$ cat config.mk
export PLATFORM = sky130hd
export DESIGN_NAME = csof_regs
export DESIGN_NICKNAME = d
export VERILOG_FILES = /design/src/rtl/csof_pkg.sv /design/src/rtl/csof_sync.sv /design/src/rtl/csof_regs.sv
export SDC_FILE = /design/constraint.sdc
export NUM_CORES = 1
export LEC_CHECK = 0
export BUFFER_PORTS_ARGS = -buffer_cell sky130_fd_sc_hd__buf_2
export CAP_MARGIN = 40
export CORE_ASPECT_RATIO = 0.6
export CORE_MARGIN = 5
export CORE_UTILIZATION = 50
export DETAILED_ROUTE_END_ITERATION = 10
export GPL_TIMING_DRIVEN = 0
export HOLD_SLACK_MARGIN = 0.05
export PLACE_DENSITY_LB_ADDON = 0.15
export SLEW_MARGIN = 0
export SYNTH_ARGS = -nofsm -noshare
export SYNTH_HDL_FRONTEND = slang
export SYNTH_HIERARCHICAL = 1
export SYNTH_SLANG_ARGS = --single-unit
$ cat constraint.sdc
create_clock -name clk_sys_i -period 1.5 [get_ports clk_sys_i]
set_input_delay 0.45 -clock clk_sys_i [delete_from_list [all_inputs] [get_ports clk_sys_i]]
set_output_delay 0.45 -clock clk_sys_i [all_outputs]
set_load 0.01 [all_outputs]
$ cat src/rtl/csof_pkg.sv
// Package of offsets, field positions and reset values for the block
package csof_pkg;

  // ****************************************************************
  // Register access geometry
  // ****************************************************************
  localparam int unsigned ADDR_W = 10;
  localparam int unsigned DATA_W = 8;

  // ****************************************************************
  // Register offsets
  // ****************************************************************
  localparam logic [ADDR_W-1:0] OFS_THR_CFG   = 10'h01a;
  localparam logic [ADDR_W-1:0] OFS_STATUS_RB = 10'h01f;
  localparam logic [ADDR_W-1:0] OFS_OUTPUT_ZERO_CTRL = 10'h0f0;

  // ****************************************************************
  // Threshold configuration fields
  // ****************************************************************
  localparam int unsigned THR_SEL_BIT = 6;
  localparam logic        THR_SEL_RST = 1'h0;

  // ****************************************************************
  // Status readback fields
  // ****************************************************************
  localparam int unsigned ST_W          = 6;
  localparam int unsigned ST_LOCK_BIT   = 0;
  localparam int unsigned ST_PRI_BIT    = 1;
  localparam int unsigned ST_SEC_BIT    = 2;
  localparam int unsigned ST_OSC_BIT    = 3;
  localparam int unsigned ST_SECSEL_BIT = 4;
  localparam int unsigned ST_HOLD_BIT   = 5;

  // ****************************************************************
  // Output zero driver control fields
  // ****************************************************************
  localparam int unsigned CTL_FMT_BIT   = 7;
  localparam int unsigned CTL_LEG_HI    = 6;
  localparam int unsigned CTL_LEG_LO    = 5;
  localparam int unsigned CTL_POL_HI    = 4;
  localparam int unsigned CTL_POL_LO    = 3;
  localparam logic [7:0]  CTL_WR_MASK   = 8'hf8;
  localparam logic [7:0]  CTL_RST       = 8'h60;

  // ****************************************************************
  // Leg configuration codes
  // ****************************************************************
  localparam logic [1:0]  LEG_NONE      = 2'h0;
  localparam logic [1:0]  LEG_A_ONLY    = 2'h1;
  localparam logic [1:0]  LEG_B_ONLY    = 2'h2;
  localparam logic [1:0]  LEG_BOTH      = 2'h3;

  // ****************************************************************
  // Miscellaneous
  // ****************************************************************
  localparam logic [7:0]  RD_UNMAPPED   = 8'h00;
  localparam int unsigned SYNC_STAGES   = 2;

endpackage

$ cat src/rtl/csof_sync.sv
// Two-stage synchroniser bank for asynchronous status levels
`timescale 1ns/1ps
module csof_sync #(
  parameter int unsigned W = 6
) (
  input  wire logic         clk_sys_i,
  input  wire logic         rst_b_i,
  input  wire logic [W-1:0] async_i,
  output logic      [W-1:0] sync_o
);

  // ****************************************************************
  // One two-flop chain per bit
  // ****************************************************************
  genvar gi;
  generate
    for (gi = 0; gi < W; gi = gi + 1)
    begin : g_bit
      logic meta_r;
      logic stable_r;

      always_ff @(posedge clk_sys_i or negedge rst_b_i)
      begin
        if (!rst_b_i)
        begin
          meta_r   <= 1'b0;
          stable_r <= 1'b0;
        end
        else
        begin
          meta_r   <= async_i[gi];
          stable_r <= meta_r;
        end
      end

      assign sync_o[gi] = stable_r;
    end
  endgenerate

endmodule

$ cat src/rtl/csof_regs.sv
// Status readback and output zero driver control register logic
//
// How it works
// - Bit 5 shows live holdover state
// - Bit 4 set when secondary reference selected
// - Bit 3 set when oscillator above threshold
// - Bit 2 set when secondary reference above threshold
// - Bit 1 set when primary reference above threshold
// - Bit 0 shows PLL digital lock
// - Control bit 7 picks LVDS or CMOS
// - Leg field enables legs A and B in CMOS format only; in LVDS both legs stay enabled
// - Polarity field combined with format bit
`timescale 1ns/1ps
module csof_regs #(
  parameter int unsigned ADDR_W = csof_pkg::ADDR_W
) (
  input  wire logic              clk_sys_i,
  input  wire logic              rst_b_i,
  input  wire logic [ADDR_W-1:0] reg_addr_i,
  input  wire logic              reg_wr_i,
  input  wire logic [7:0]        reg_wdata_i,
  input  wire logic              reg_rd_i,
  output logic      [7:0]        reg_rdata_o,
  output logic                   reg_rvalid_o,
  input  wire logic              holdover_active_i,
  input  wire logic              secondary_reference_sel_i,
  input  wire logic              osc_above_thr_i,
  input  wire logic              secondary_reference_above_thr_i,
  input  wire logic              primary_reference_above_thr_i,
  input  wire logic              pll_locked_i,
  output logic                   freq_thr_sel_o,
  output logic                   output_zero_cmos_o,
  output logic                   output_zero_leg_a_en_o,
  output logic                   output_zero_leg_b_en_o,
  output logic                   output_zero_leg_a_inv_o,
  output logic                   output_zero_leg_b_inv_o
);

  // ****************************************************************
  // Status synchronisation
  // ****************************************************************
  logic [csof_pkg::ST_W-1:0] status_async;
  logic [csof_pkg::ST_W-1:0] status_sync;

  always_comb
  begin
    status_async = '0;
    status_async[csof_pkg::ST_HOLD_BIT]   = holdover_active_i;
    status_async[csof_pkg::ST_SECSEL_BIT] = secondary_reference_sel_i;
    status_async[csof_pkg::ST_OSC_BIT]    = osc_above_thr_i;
    status_async[csof_pkg::ST_SEC_BIT]    =
      secondary_reference_above_thr_i;
    status_async[csof_pkg::ST_PRI_BIT]    =
      primary_reference_above_thr_i;
    status_async[csof_pkg::ST_LOCK_BIT]   = pll_locked_i;
  end

  csof_sync #(
    .W         (csof_pkg::ST_W)
  ) u_sync (
    .clk_sys_i (clk_sys_i),
    .rst_b_i   (rst_b_i),
    .async_i   (status_async),
    .sync_o    (status_sync)
  );

  // ****************************************************************
  // Address decode
  // ****************************************************************
  logic hit_thr;
  logic hit_status;
  logic hit_ctrl;

  assign hit_thr    = (reg_addr_i == csof_pkg::OFS_THR_CFG);
  assign hit_status = (reg_addr_i == csof_pkg::OFS_STATUS_RB);
  assign hit_ctrl   = (reg_addr_i == csof_pkg::OFS_OUTPUT_ZERO_CTRL);

  // ****************************************************************
  // Threshold select configuration
  // ****************************************************************
  logic thr_sel_r;

  always_ff @(posedge clk_sys_i or negedge rst_b_i)
  begin
    if (!rst_b_i)
      thr_sel_r <= csof_pkg::THR_SEL_RST;
    else if (reg_wr_i && hit_thr)
      thr_sel_r <= reg_wdata_i[csof_pkg::THR_SEL_BIT];
  end

  // ****************************************************************
  // Output zero driver control register
  // ****************************************************************
  logic [7:0] ctrl_r;
  logic [7:0] ctrl_nxt;

  always_comb
  begin
    ctrl_nxt = ctrl_r;
    // Status readback has no write path
    if (reg_wr_i && hit_ctrl)
      ctrl_nxt = reg_wdata_i & csof_pkg::CTL_WR_MASK;
  end

  always_ff @(posedge clk_sys_i or negedge rst_b_i)
  begin
    if (!rst_b_i)
      ctrl_r <= csof_pkg::CTL_RST;
    else
      ctrl_r <= ctrl_nxt;
  end

  // ****************************************************************
  // Driver decode
  // ****************************************************************
  logic       fmt_cmos;
  logic [1:0] leg_cfg;
  logic [1:0] pol;
  logic       leg_a_en;
  logic       leg_b_en;
  logic       leg_a_inv;
  logic       leg_b_inv;

  assign fmt_cmos = ctrl_nxt[csof_pkg::CTL_FMT_BIT];
  assign leg_cfg  = ctrl_nxt[csof_pkg::CTL_LEG_HI:csof_pkg::CTL_LEG_LO];
  assign pol      = ctrl_nxt[csof_pkg::CTL_POL_HI:csof_pkg::CTL_POL_LO];

  always_comb
  begin
    leg_a_en = 1'b1;
    leg_b_en = 1'b1;
    if (fmt_cmos)
    begin
      case (leg_cfg)
        csof_pkg::LEG_NONE:
        begin
          leg_a_en = 1'b0;
          leg_b_en = 1'b0;
        end
        csof_pkg::LEG_A_ONLY:
        begin
          leg_a_en = 1'b1;
          leg_b_en = 1'b0;
        end
        csof_pkg::LEG_B_ONLY:
        begin
          leg_a_en = 1'b0;
          leg_b_en = 1'b1;
        end
        default:
        begin
          leg_a_en = 1'b1;
          leg_b_en = 1'b1;
        end
      endcase
    end
  end

  always_comb
  begin
    // Leg A follows the low polarity bit in both formats
    leg_a_inv = pol[0];
    if (fmt_cmos)
      leg_b_inv = pol[1] ^ pol[0];
    else
      leg_b_inv = ~pol[0];
  end

  always_ff @(posedge clk_sys_i or negedge rst_b_i)
  begin
    if (!rst_b_i)
    begin
      output_zero_cmos_o      <= 1'b0;
      output_zero_leg_a_en_o  <= 1'b1;
      output_zero_leg_b_en_o  <= 1'b1;
      output_zero_leg_a_inv_o <= 1'b0;
      output_zero_leg_b_inv_o <= 1'b1;
    end
    else
    begin
      output_zero_cmos_o      <= fmt_cmos;
      output_zero_leg_a_en_o  <= leg_a_en;
      output_zero_leg_b_en_o  <= leg_b_en;
      output_zero_leg_a_inv_o <= leg_a_inv;
      output_zero_leg_b_inv_o <= leg_b_inv;
    end
  end

  always_ff @(posedge clk_sys_i or negedge rst_b_i)
  begin
    if (!rst_b_i)
      freq_thr_sel_o <= csof_pkg::THR_SEL_RST;
    else
      freq_thr_sel_o <= (reg_wr_i && hit_thr)
                        ? reg_wdata_i[csof_pkg::THR_SEL_BIT] : thr_sel_r;
  end

  // ****************************************************************
  // Read path
  // ****************************************************************
  logic [7:0] rdata_nxt;

  always_comb
  begin
    rdata_nxt = csof_pkg::RD_UNMAPPED;
    if (hit_status)
      rdata_nxt = {2'h0, status_sync};
    else if (hit_ctrl)
      rdata_nxt = ctrl_r;
    else if (hit_thr)
    begin
      rdata_nxt = 8'h00;
      rdata_nxt[csof_pkg::THR_SEL_BIT] = thr_sel_r;
    end
  end

  always_ff @(posedge clk_sys_i or negedge rst_b_i)
  begin
    if (!rst_b_i)
    begin
      reg_rdata_o  <= 8'h00;
      reg_rvalid_o <= 1'b0;
    end
    else
    begin
      reg_rvalid_o <= reg_rd_i;
      if (reg_rd_i)
        reg_rdata_o <= rdata_nxt;
    end
  end

endmodule

After elaboration in Yosys (flattened, before gate mapping) --
Cells that the tools add are included.
Word-level totals: bits in registers 32, output and inout bits 15
Cells by class: equal/unequal tests 5, muxes and demuxes 9, bitwise logic cells 2, reduce and logical (&&, ||, !) cells 5
Operator list (count):
- $mux W8 | 3
- $eq A10 B5 Y1 const B | 2
- $eq A10 B8 Y1 const B | 1
- $mux W7 | 1
- $mux W1 | 5
- $reduce_or A2 Y1 | 2
- $eq A2 B1 Y1 const B | 1
- $eq A2 B2 Y1 const B | 1
- $logic_and A1 B1 Y1 | 2
- $logic_not A2 Y1 | 1
- $not A1 Y1 | 1
- $xor A1 B1 Y1 | 1

Longest topological paths before layout --
Gate-level depths: netlist of the first run.
word-level depth 7, mapped depth 4, depth with buffers taken out 4

Modules after synthesis --
Netlist of the first run, hierarchy kept.
By module, submodules not included:
- csof_regs | times used 1, cells each 64, area an instance 854.6 um^2, sequential area each 456.7 um^2
- csof_sync | times used 1, cells each 18, area an instance 345.3 um^2, sequential area each 300.3 um^2

Least setup slack after synthesis of the first run --
OpenSTA, ideal clock, no wires.
path type input port to flip-flop, from input port reg_addr_i[6], to register freq_thr_sel_o, setup time 0.125 ns, data arrival time 1.431 ns, setup slack -0.056 ns, stages 4, buffers on the path 0, cells stage by stage or3b_4 -> nor2_1 -> and3_1 -> mux2_2
On the way: cells in the longest elaborated chain, start to end 2
Ends and longest elaborated chain:
- from (decl) | RTL line csof_regs.sv:19 | input wire logic [ADDR_W-1:0] reg_addr_i,
- $eq A10 B5 Y1 | RTL line csof_regs.sv:74 | assign hit_thr = (reg_addr_i == csof_pkg::OFS_THR_CFG);
- $logic_and A1 B1 Y1 | RTL line csof_regs.sv:194 | freq_thr_sel_o <= (reg_wr_i && hit_thr)
- to (signal assigned) | RTL line csof_regs.sv:192 | freq_thr_sel_o <= csof_pkg::THR_SEL_RST;
- to (signal assigned) | RTL line csof_regs.sv:194
- to (decl) | RTL line csof_regs.sv:31 | output logic freq_thr_sel_o,
No other way between the ends. A chain may end at the register's enable or synchronous reset.

Worst setup path after layout of the first run --
from input port reg_addr_i[6], to register reg_rdata_o[5]
On the way: cells in the longest elaborated chain, start to end 3
Ends and longest elaborated chain:
- $eq A10 B8 Y1 | RTL line csof_regs.sv:76 | assign hit_ctrl = (reg_addr_i == csof_pkg::OFS_OUTPUT_ZERO_CTRL);
- $mux W8 | RTL line csof_regs.sv:208 | else if (hit_ctrl)
- $mux W8 (*) | RTL line csof_regs.sv:206 | if (hit_status)
- to (signal assigned) | RTL line csof_regs.sv:228 | reg_rdata_o <= rdata_nxt;
- to (decl) | RTL line csof_regs.sv:23 | output logic [7:0] reg_rdata_o,
Every way passes the cells marked *; elsewhere a longest branch is shown, timed or not.

==> results by group, run 1 <==
Outcome
  • Outcome: finished, final reports clean

Power
  • P_leak: 0.7922 nW
  • Reg power frac: 52.5%
  • Internal power: 1.260 mW
  • IR drop worst, VDD: 0.6857 mV
  • Combinational Power Share: 7.2%
  • Pwr dens: 1020 nW/um2
  • Net load switching power: 341.0 uW
  • Net Sw Frac: 21.30%
  • Clock share of power: 40.2%

Clock tree
  • CTS Sinks: 30
  • Clock transition at path regs: 60 ps
  • Hold buffers post-CTS: 0
  • CTS H-tree lvls: 2
  • Longest Clk Path Bufs: 2
  • CTS tree: done
  • TritonCTS Buffers: 5
  • Root buf cell: clkbuf_8
  • Clk_lat worst skew: 270 ps

Cells and area
  • Nets: 156
  • Most frequent cells in the layout: buf_2, dfrtp_1, clkbuf_8, buf_4
  • Non-filler cells in the finished layout: 159
  • Layout cell share with drive strength beyond 1: 55.81%
  • Fillcell total: 172
  • N_diodes: 0
  • Final core area utilization: 70.41%
  • Most common cell after layout, fill and taps aside: buf_2
  • Area Overhead vs Synth: 30.76%

Global routing
  • Largest net degree at the start of global routing: 31
  • Overflow after GRT: 0
  • First-pass GRT wire length: 3967 um
  • Number of global-route vias before repair: 877
  • Initial antenna violation count: 0
  • Overall Global Routing Usage: 16.30%

Critical path
  • Worst Path Arrival: 1650 ps
  • Crit path required time: 1710 ps
  • Worst R2R Start: u_sync/g_bit[5].stable_r$_DFF_PN0_
  • Reg2reg path depth: 3
  • Worst path bufs/invs: 1
  • Critical Path Start Type: primary input
  • Slowest stage delay, CP: 410 ps
  • CP delay by family, top: simple AND/OR/NAND/NOR gates
  • R2R Setup Slk: 490 ps
  • CP max-delay cell: or3b_4
  • CP Capture Type: register
  • CP Cell Sequence: buf_6 > or3b_4 > nor4_4 > and2_1 > a221o_1
  • Crit Path Class: in -> reg
  • CP max FO: 6
  • Reg2Reg Capture Point: reg_rdata_o[5]$_DFFE_PN0P_

Job
  • Max_cap viols: 0

Floorplanning
  • Core area: 2228 um2
  • Die width: 73.24 um
  • Row count: 13
  • Chip Height: 47.95 um
  • DIE AREA: 3511 um2
  • I/O pin total: 43
  • Initial Utilization: 53.85%

STA
  • Maximum clock frequency: 692.6 MHz
  • Period minus WS final: 1444 ps
  • Min Hold Slack: 202.5 ps
  • Clock Skew: 3.734 ps
  • RSZ-0062 raised after global routing: yes
  • Slew HR: 56.45%
  • Final hold viol count: 0
  • Final period util: 96.26%
  • Final Max Slew Viols: 0
  • Worst Max-Slew Pin Slew: 653.3 ps
  • Final setup fails: 0

Place
  • Gp weighted congestion: 0.7823
  • Placed wire-length estimate: 1841 um
  • # placed instances: 151
  • IO Port Bufs: 39

Routing
  • DRC violations left: 0
  • Total wire length: 2371 um
  • DR vias: 809
  • Antenna-violating nets left: 0
  • Wire length per cell: 14.91 um
  • Via density: 5.088
  • Iteration-0 DRC Markers: 29
  • DR pass1 iterations: 4

Yosys
  • YS warnings: 6
  • Synth Instances: 82
  • Synth Register Bits: 30
  • Avg Cell Area, Syn: 14.63 um2
  • Post-Syn Area: 1200 um2
  • Seq/Total Area, Yosys: 63.09%
  • Net Count, Synth: 110
  • Post-synth cell types: 25

Hold path
  • Hold Crit Class: in -> async
## cell type report
cell class	instances	area, um2	area share [%]
Buffer	6	45.04	2.871
Clock buffer	7	86.33	5.502
Clock inverter	1	5.005	0.3190
Inverter	1	3.754	0.2392
Multi-Input combinational cell	45	426.7	27.19
Sequential cell	30	757.0	48.25
Tap cell	30	37.54	2.392
Timing Repair Buffer	39	207.7	13.24
## cell usage after synthesis
library cell | number | share of area [%]
nand2_1 | 3 | 0.94
dfstp_2 | 5 | 11
nor4_4 | 1 | 1.8
dfrtp_1 | 25 | 52
and2_1 | 3 | 1.6
a221o_1 | 3 | 2.5
o2bb2ai_1 | 1 | 0.73
nand4bb_4 | 1 | 2.3
and3_1 | 1 | 0.52
or3_1 | 1 | 0.52
a22oi_1 | 1 | 0.63
nand3_2 | 1 | 0.83
mux2_2 | 6 | 5.6
xnor2_1 | 2 | 1.5
or3b_4 | 1 | 0.94
nor4_2 | 1 | 1.0
buf_4 | 6 | 3.8
nor2_1 | 2 | 0.63
nor3_1 | 2 | 0.83
inv_1 | 1 | 0.31
nor2b_1 | 4 | 2.1
a22o_1 | 4 | 2.9
nand2b_1 | 3 | 1.6
or2b_4 | 1 | 0.94
mux2i_1 | 3 | 2.5
## power by group through the flow
| stage | clock [mW] | combinational, mW | sequential (mW) |
|---|---|---|---|
| finish | 0.644 | 0.116 | 0.841 |
| global placement | 0 | 0.108 | 0.854 |
| detailed placement | 0 | 0.113 | 0.855 |
| CTS | 0.666 | 0.113 | 0.841 |
| floorplan | 0 | 0.0442 | 0.856 |
| global route | 0.712 | 0.130 | 0.843 |
## worst max-delay path by stage
stage                        from                          to  slack (ps)  depth (start not counted)
floorplan           reg_addr_i[7]  freq_thr_sel_o$_DFFE_PN0P_         -40                          4
global placement    reg_addr_i[1]  reg_rdata_o[5]$_DFFE_PN0P_        -240                          5
detailed placement  reg_addr_i[1]  reg_rdata_o[5]$_DFFE_PN0P_        -250                          5
CTS                 reg_addr_i[1]  reg_rdata_o[5]$_DFFE_PN0P_          30                          5
global route        reg_addr_i[6]  reg_rdata_o[5]$_DFFE_PN0P_         -10                          5
finish              reg_addr_i[6]  reg_rdata_o[5]$_DFFE_PN0P_          60                          5
## per-layer routing
metal,global-route usage [%],up-vias,wire length [um]
met5,0,-,0
met4,8.824,0,34
met1,17.44,393,910
li1,-,377,-
met2,29.66,35,1188
met3,5.451,4,238
## cell families (layout without fill, tap and decap cells)
| family | after synthesis | count (layout) | synth area share [%] |
|---|---|---|---|
| muxes | 9 | 9 | 8.133 |
| and+or+nand+nor | 25 | 25 | 16.48 |
| AOI/OAI and AO/OA | 9 | 9 | 6.778 |
| xor gates and xnor gates | 2 | 2 | 1.460 |
| buffers and inverters | 7 | 54 | 4.066 |
| DFF | 30 | 30 | 63.09 |
## per-stage QoR
stage	setup TNS, ps	power (mW)	setup slack (ps)	cell area, um2
floorplan	-40.13	0.8998	-40.13	1220
global placement	-2545	0.9618	-244.3	1453
detailed placement	-2863	0.9681	-254.6	1453
CTS	0	1.620	33.23	1544
global route	-14.67	1.685	-12.96	1569
finish	0	1.601	56.06	1569
## what timing repair did
item                       CTS  global route
setup endpoints to repair    0             6
buffers inserted             0             0
gates resized for setup      0             5
## state kept, by name (all words and copies together) (netlist names)
register,count
ctrl_r,5
freq_thr_sel_o,1
output_zero_leg_a_en_o,1
output_zero_leg_b_en_o,1
output_zero_leg_b_inv_o,1
reg_rdata_o,8
reg_rvalid_o,1
u_sync/g_bit.meta_r,6
u_sync/g_bit.stable_r,6
Power figures use the tool's default switching activity.
==> inputs of run 2 (changes only) <==
--- a/config.mk
+++ b/config.mk
@@ -5,7 +5,7 @@
 export SDC_FILE = /design/constraint.sdc
 export NUM_CORES = 1
 export LEC_CHECK = 0
-export BUFFER_PORTS_ARGS = -buffer_cell sky130_fd_sc_hd__buf_2
+export BUFFER_PORTS_ARGS = -buffer_cell sky130_fd_sc_hd__buf_4
 export CAP_MARGIN = 40
 export CORE_ASPECT_RATIO = 0.6
 export CORE_MARGIN = 5
==> results by group, run 2 (synthesis results as in run 1) <==
Critical path
  • Worst Path Arrival: 1650 ps (about the same)
  • CP delay by family, top: simple AND/OR/NAND/NOR gates
  • Slowest stage delay, CP: 410 ps (about the same)
  • CP Capture Type: register
  • Worst path bufs/invs: 1 (unchanged)
  • Critical Path Start Type: primary input
  • CP Cell Sequence: buf_4 > or3b_4 > nor4_4 > and2_1 > a221o_1
  • Crit Path Class: in -> reg
  • CP max-delay cell: or3b_4
  • Crit path required time: 1710 ps (about the same)
  • CP max FO: 6 (unchanged)

Routing
  • DRC violations left: 0 (unchanged)
  • Total wire length: 2390 um (+0.80%)
  • DR pass1 iterations: 4 (unchanged)
  • DR vias: 801 (-0.99%)
  • Routed wire length on met2: 1209 um (+1.8%)
  • Antenna-violating nets left: 0 (unchanged)
  • Routed met3 length: 213 um (-11%)
  • Wire length per cell: 15.03 um (+0.80%)
  • WL met1: 960 um (+5.5%)
  • Iteration-0 DRC Markers: 26 (-10%)
  • Top Layer Used: met4
  • Via density: 5.038 (-0.99%)

Clock tree
  • Longest Clk Path Bufs: 2 (unchanged)
  • TritonCTS Buffers: 5 (unchanged)
  • Clock transition at path regs: 60 ps (about the same)
  • Clk_lat worst skew: 270 ps (about the same)
  • Root buf cell: clkbuf_8
  • CTS H-tree lvls: 2 (unchanged)
  • CTS tree: done
  • CTS Sinks: 30 (unchanged)

Place
  • Placed wire-length estimate: 1863 um (+1.2%)
  • Placed cell area: 1550 um2 (+6.7%)
  • IO Port Bufs: 39 (unchanged)
  • Gp weighted congestion: 0.7735 (-1.1%)

Cells and area
  • Layout cell share with drive strength beyond 1: 56.59% (+0.78 points)
  • Fillcell total: 145 (-16%)
  • Biggest registers after layout: reg_rdata_o: 8 flops, u_sync/g_bit.meta_r: 6 flops, u_sync/g_bit.stable_r: 6 flops
  • Nets: 156 (unchanged)
  • Register area: 757.0 um2 (unchanged)
  • Final core area utilization: 75.07% (+4.7 points)
  • Biggest register: reg_rdata_o
  • Most common cell after layout, fill and taps aside: buf_4
  • Most frequent cells in the layout: buf_4, dfrtp_1, clkbuf_8
  • Multi-input logic area: 426.7 um2 (unchanged)
  • Area Overhead vs Synth: 39.42%
  • Max reg flops: 8 (unchanged)
  • Final Instance Area: 1673 um2 (+6.6%)
  • N_diodes: 0 (unchanged)

Global routing
  • Overall Global Routing Usage: 15.99% (-0.31 points)
  • Initial antenna violation count: 0 (unchanged)
  • Number of global-route vias before repair: 846 (-3.5%)
  • Overflow after GRT: 0 (unchanged)
  • First-pass GRT wire length: 3960 um (-0.18%)
  • Largest net degree at the start of global routing: 31 (unchanged)

STA
  • Period minus WS final: 1443 ps (-1.204 ps)
  • RSZ-0062 raised after global routing: no
  • Slew HR: 73.20% (+17 points)
  • Final TNS setup: 0 ps (unchanged)
  • Maximum clock frequency: 693.1 MHz (about the same)
  • Worst Max-Slew Pin Slew: 399.0 ps (-254.3 ps)
  • Final period util: 96.18% (about the same)
  • Final Max Slew Viols: 0 (unchanged)
  • Min Hold Slack: 93.76 ps (-108.7 ps)
  • Final setup fails: 0 (unchanged)
  • Final hold viol count: 0 (unchanged)
  • Clock Skew: 2.823 ps (-0.9109 ps)

Floorplanning
  • Chip Height: 47.95 um (unchanged)
  • Die width: 73.24 um (unchanged)
  • DIE AREA: 3511 um2 (unchanged)
  • Core area: 2228 um2 (unchanged)
  • Initial Utilization: 53.85% (unchanged)
  • Row count: 13 (unchanged)
  • I/O pin total: 43 (unchanged)

Job
  • Max_cap viols: 0 (unchanged)

Power
  • Pwr dens: 1024 nW/um2 (+0.34%)
  • P_leak: 0.8231 nW (+3.9%)
  • Power, Total: 1.712 mW (+7.0%)
  • IR drop worst, VDD: 0.7701 mV (+12%)

Hold path
  • Hold Crit Class: in -> async

Outcome
  • Outcome: finished, final reports clean
-- run 2: cell count changes in the layout (fill, tap and decap cells not counted) --
cell,change
buf_4,+39
buf_6,-2
clkbuf_8,+2
clkbuf_1,-1
buf_2,-37
clkinv_2,-1
-- run 2: timing repair --
item	4_1_cts	5_1_grt
setup buffers	0	0
hold buffers	0	0
resized for setup	0	2
endpoints found under the setup margin	0	4
-- run 2: routing by layer --
| metal | up-vias | track usage, % |
|---|---|---|
| met3 | 2 | 7.128 |
| met1 | 395 | 18.15 |
| met2 | 26 | 28.24 |
| met5 | - | 0 |
| met4 | 0 | 4.412 |
| li1 | 378 | - |
-- run 2: layout make-up --
type / instances / share of cell area, %
repair buffers: 39 / 17.50
multi-input cells: 45 / 25.50
plain buffers: 6 / 2.693
clock buffers: 8 / 6.582
flip-flops and latches: 30 / 45.25
well taps: 30 / 2.244
inverters: 1 / 0.2244
-- run 2: worst paths after layout --
check,cells past startpoint,start,endpoint,slack [ps]
max,5,reg_addr_i[7],reg_rdata_o[4]$_DFFE_PN0P_,60
min in group clk_sys_i,1,pll_locked_i,u_sync/g_bit[0].meta_r$_DFF_PN0_,280
min reg2reg,0,u_sync/g_bit[2].meta_r$_DFF_PN0_,u_sync/g_bit[2].stable_r$_DFF_PN0_,340
max in group asynchronous,1,rst_b_i,output_zero_leg_b_en_o$_DFF_PN1_,1100
max reg2reg,3,u_sync/g_bit[5].stable_r$_DFF_PN0_,reg_rdata_o[5]$_DFFE_PN0P_,520
min,1,rst_b_i,u_sync/g_bit[1].meta_r$_DFF_PN0_,90
-- run 2: power by group --
part           internal (mW)  leakage [nW]  switching, mW
Clock                  0.462        0.0575          0.277
Sequential             0.834         0.371        0.00786
Combinational         0.0737         0.394         0.0575
-- run 2: through the flow --
stage | instances | worst slack, ps
2_1_floorplan | 82 | -40.13
3_3_place_gp | 151 | -233.9
3_5_place_dp | 151 | -255.3
4_1_cts | 159 | 32.94
5_1_grt | 159 | 32.47
6_report | 159 | 57.27
==> inputs of run 3 (changes only) <==
--- a/config.mk
+++ b/config.mk
@@ -13,6 +13,7 @@
 export DETAILED_ROUTE_END_ITERATION = 10
 export GPL_TIMING_DRIVEN = 0
 export HOLD_SLACK_MARGIN = 0.05
+export MAX_ROUTING_LAYER = met4
 export PLACE_DENSITY_LB_ADDON = 0.15
 export SLEW_MARGIN = 0
 export SYNTH_ARGS = -nofsm -noshare
==> results by group, run 3 (synthesis results as in run 1) <==
Power
  • Net load switching power: 338.3 uW (-1.3%)
  • P_leak: 0.8231 nW (unchanged)
  • Clock share of power: 43.0% (-0.2 points)
  • Reg power frac: 49.3% (+0.2 points)
  • Net Sw Frac: 19.81% (-0.20 points)
  • Internal power: 1.370 mW (about the same)
  • Pwr dens: 1021 nW/um2 (-0.25%)
  • IR drop worst, VDD: 0.7662 mV (-0.50%)
  • Combinational Power Share: 7.7% (about the same)

Critical path
  • Crit path required time: 1710 ps (about the same)
  • Critical Path Start Type: primary input
  • CP Capture Type: register
  • CP max-delay cell: or3b_4
  • Slowest stage delay, CP: 410 ps (about the same)
  • Crit Path Class: in -> reg
  • CP Cell Sequence: buf_4 > or3b_4 > nor4_4 > and2_1 > a221o_1
  • CP delay by family, top: simple AND/OR/NAND/NOR gates
  • Worst Path Arrival: 1650 ps (about the same)
  • Worst path bufs/invs: 1 (unchanged)
  • CP max FO: 6 (unchanged)

Place
  • Dpl ws: -255.3 ps (unchanged)
  • IO Port Bufs: 39 (unchanged)
  • Placed wire-length estimate: 1863 um (unchanged)
  • Gp weighted congestion: 0.7841 (+1.4%)

Job
  • Max_cap viols: 0 (unchanged)

Routing
  • Wire length per cell: 15.05 um (+0.13%)
  • Total wire length: 2393 um (+0.13%)
  • Via density: 5.069 (+0.62%)
  • DR pass1 iterations: 4 (unchanged)
  • DRC violations left: 0 (unchanged)
  • Iteration-0 DRC Markers: 29 (+12%)
  • Antenna-violating nets left: 0 (unchanged)
  • DR vias: 806 (+0.62%)

Cells and area
  • Max reg flops: 8 (unchanged)
  • N_diodes: 0 (unchanged)
  • Most frequent cells in the layout: buf_4, dfrtp_1, clkbuf_8
  • Nets: 156 (unchanged)
  • Biggest register: reg_rdata_o
  • Biggest registers after layout: reg_rdata_o: 8 flops, u_sync/g_bit.meta_r: 6 flops, u_sync/g_bit.stable_r: 6 flops
  • Layout cell share with drive strength beyond 1: 56.59% (unchanged)
  • Most common cell after layout, fill and taps aside: buf_4
  • Area Overhead vs Synth: 39.42% (unchanged)

STA
  • Final setup fails: 0 (unchanged)
  • Final Max Slew Viols: 0 (unchanged)
  • Clock Skew: 2.698 ps (-0.1255 ps)
  • Worst Max-Slew Pin Slew: 399.0 ps (unchanged)
  • Final period util: 96.42% (+0.24 points)
  • Min Hold Slack: 97.48 ps (+3.719 ps)
  • RSZ-0062 raised after global routing: no
  • Setup ws final: 53.73 ps (-3.536 ps)
  • Final hold viol count: 0 (unchanged)
  • Slew HR: 73.20% (unchanged)
  • Period minus WS final: 1446 ps (+3.536 ps)
  • Maximum clock frequency: 691.4 MHz (-0.24%)
  • Final TNS setup: 0 ps (unchanged)

Clock tree
  • Post-CTS resize count: 0 (unchanged)
  • Hold buffers post-CTS: 0 (unchanged)
  • CTS H-tree lvls: 2 (unchanged)
  • Post-CTS Setup Repair Bufs: 0 (unchanged)
  • TritonCTS Buffers: 5 (unchanged)
  • Clock transition at path regs: 60 ps (about the same)
  • Longest Clk Path Bufs: 2 (unchanged)
  • Root buf cell: clkbuf_8
  • Clk_lat worst skew: 270 ps (about the same)
  • CTS tree: done
  • CTS Sinks: 30 (unchanged)

Outcome
  • Outcome: finished, final reports clean

Global routing
  • Initial antenna violation count: 0 (unchanged)
  • First-pass GRT wire length: 3960 um (unchanged)
  • Largest net degree at the start of global routing: 31 (unchanged)
  • Overall Global Routing Usage: 16.55% (+0.56 points)
  • Overflow after GRT: 0 (unchanged)
  • Number of global-route vias before repair: 846 (unchanged)

Floorplanning
  • I/O pin total: 43 (unchanged)
  • Core area: 2228 um2 (unchanged)
  • Initial Utilization: 53.85% (unchanged)
  • DIE AREA: 3511 um2 (unchanged)
  • Chip Height: 47.95 um (unchanged)
  • Row count: 13 (unchanged)
  • Die width: 73.24 um (unchanged)

Hold path
  • Hold Crit Class: in -> async
run 3: final timing paths:
check | slack (ps) | depth (start not counted) | start | endpoint
max | 50 | 5 | reg_addr_i[7] | reg_rdata_o[4]$_DFFE_PN0P_
min | 100 | 1 | rst_b_i | reg_rdata_o[1]$_DFFE_PN0P_
max reg2reg | 520 | 3 | u_sync/g_bit[5].stable_r$_DFF_PN0_ | reg_rdata_o[5]$_DFFE_PN0P_
min reg2reg | 340 | 0 | u_sync/g_bit[2].meta_r$_DFF_PN0_ | u_sync/g_bit[2].stable_r$_DFF_PN0_
max in group asynchronous | 1090 | 1 | rst_b_i | ctrl_r[5]$_DFF_PN1_
min in group clk_sys_i | 290 | 1 | pll_locked_i | u_sync/g_bit[0].meta_r$_DFF_PN0_
run 3: area by class of cell:
type | instances | area, um2
fill | 145 | 555.5
tap | 30 | 37.54
timing repair buffer | 39 | 292.8
clock buffer | 8 | 110.1
multi-input combinational | 45 | 426.7
buffer | 6 | 45.04
sequential | 30 | 757.0
inverter | 1 | 3.754
run 3: metal layers:
metal | track usage (%) | up-vias | part of all wire (%)
met5 | - | - | 0
met4 | 4.412 | 0 | 0.42
met3 | 7.128 | 2 | 8.8
met2 | 28.24 | 29 | 50
met1 | 18.15 | 397 | 40
li1 | - | 378 | -
run 3: worst register-to-register path, delay by kind of cell (launching register included):
family | cells | cell delay, ps
AOI/OAI and AO/OA | 1 | 250
DFF | 1 | 370
buffers and inverters | 1 | 130
and+or+nand+nor | 1 | 120
run 3: power groups by stage:
stage               clock (mW)  combinational, mW  sequential [mW]
floorplan                    0             0.0442            0.856
global placement             0              0.128            0.854
detailed placement           0              0.132            0.856
CTS                      0.755              0.133            0.842
global route             0.807              0.145            0.843
finish                   0.735              0.131            0.841
run 3: metrics by stage:
step,cell area (um2),total power [mW],instances,utilization (%)
final,1673,1.708,159,75.07
after global routing,1673,1.796,159,75.07
after CTS,1660,1.730,159,74.51
after detailed placement,1550,0.9875,151,69.57
after global placement,1550,0.9816,151,69.57
after floorplan,1220,0.8998,82,-
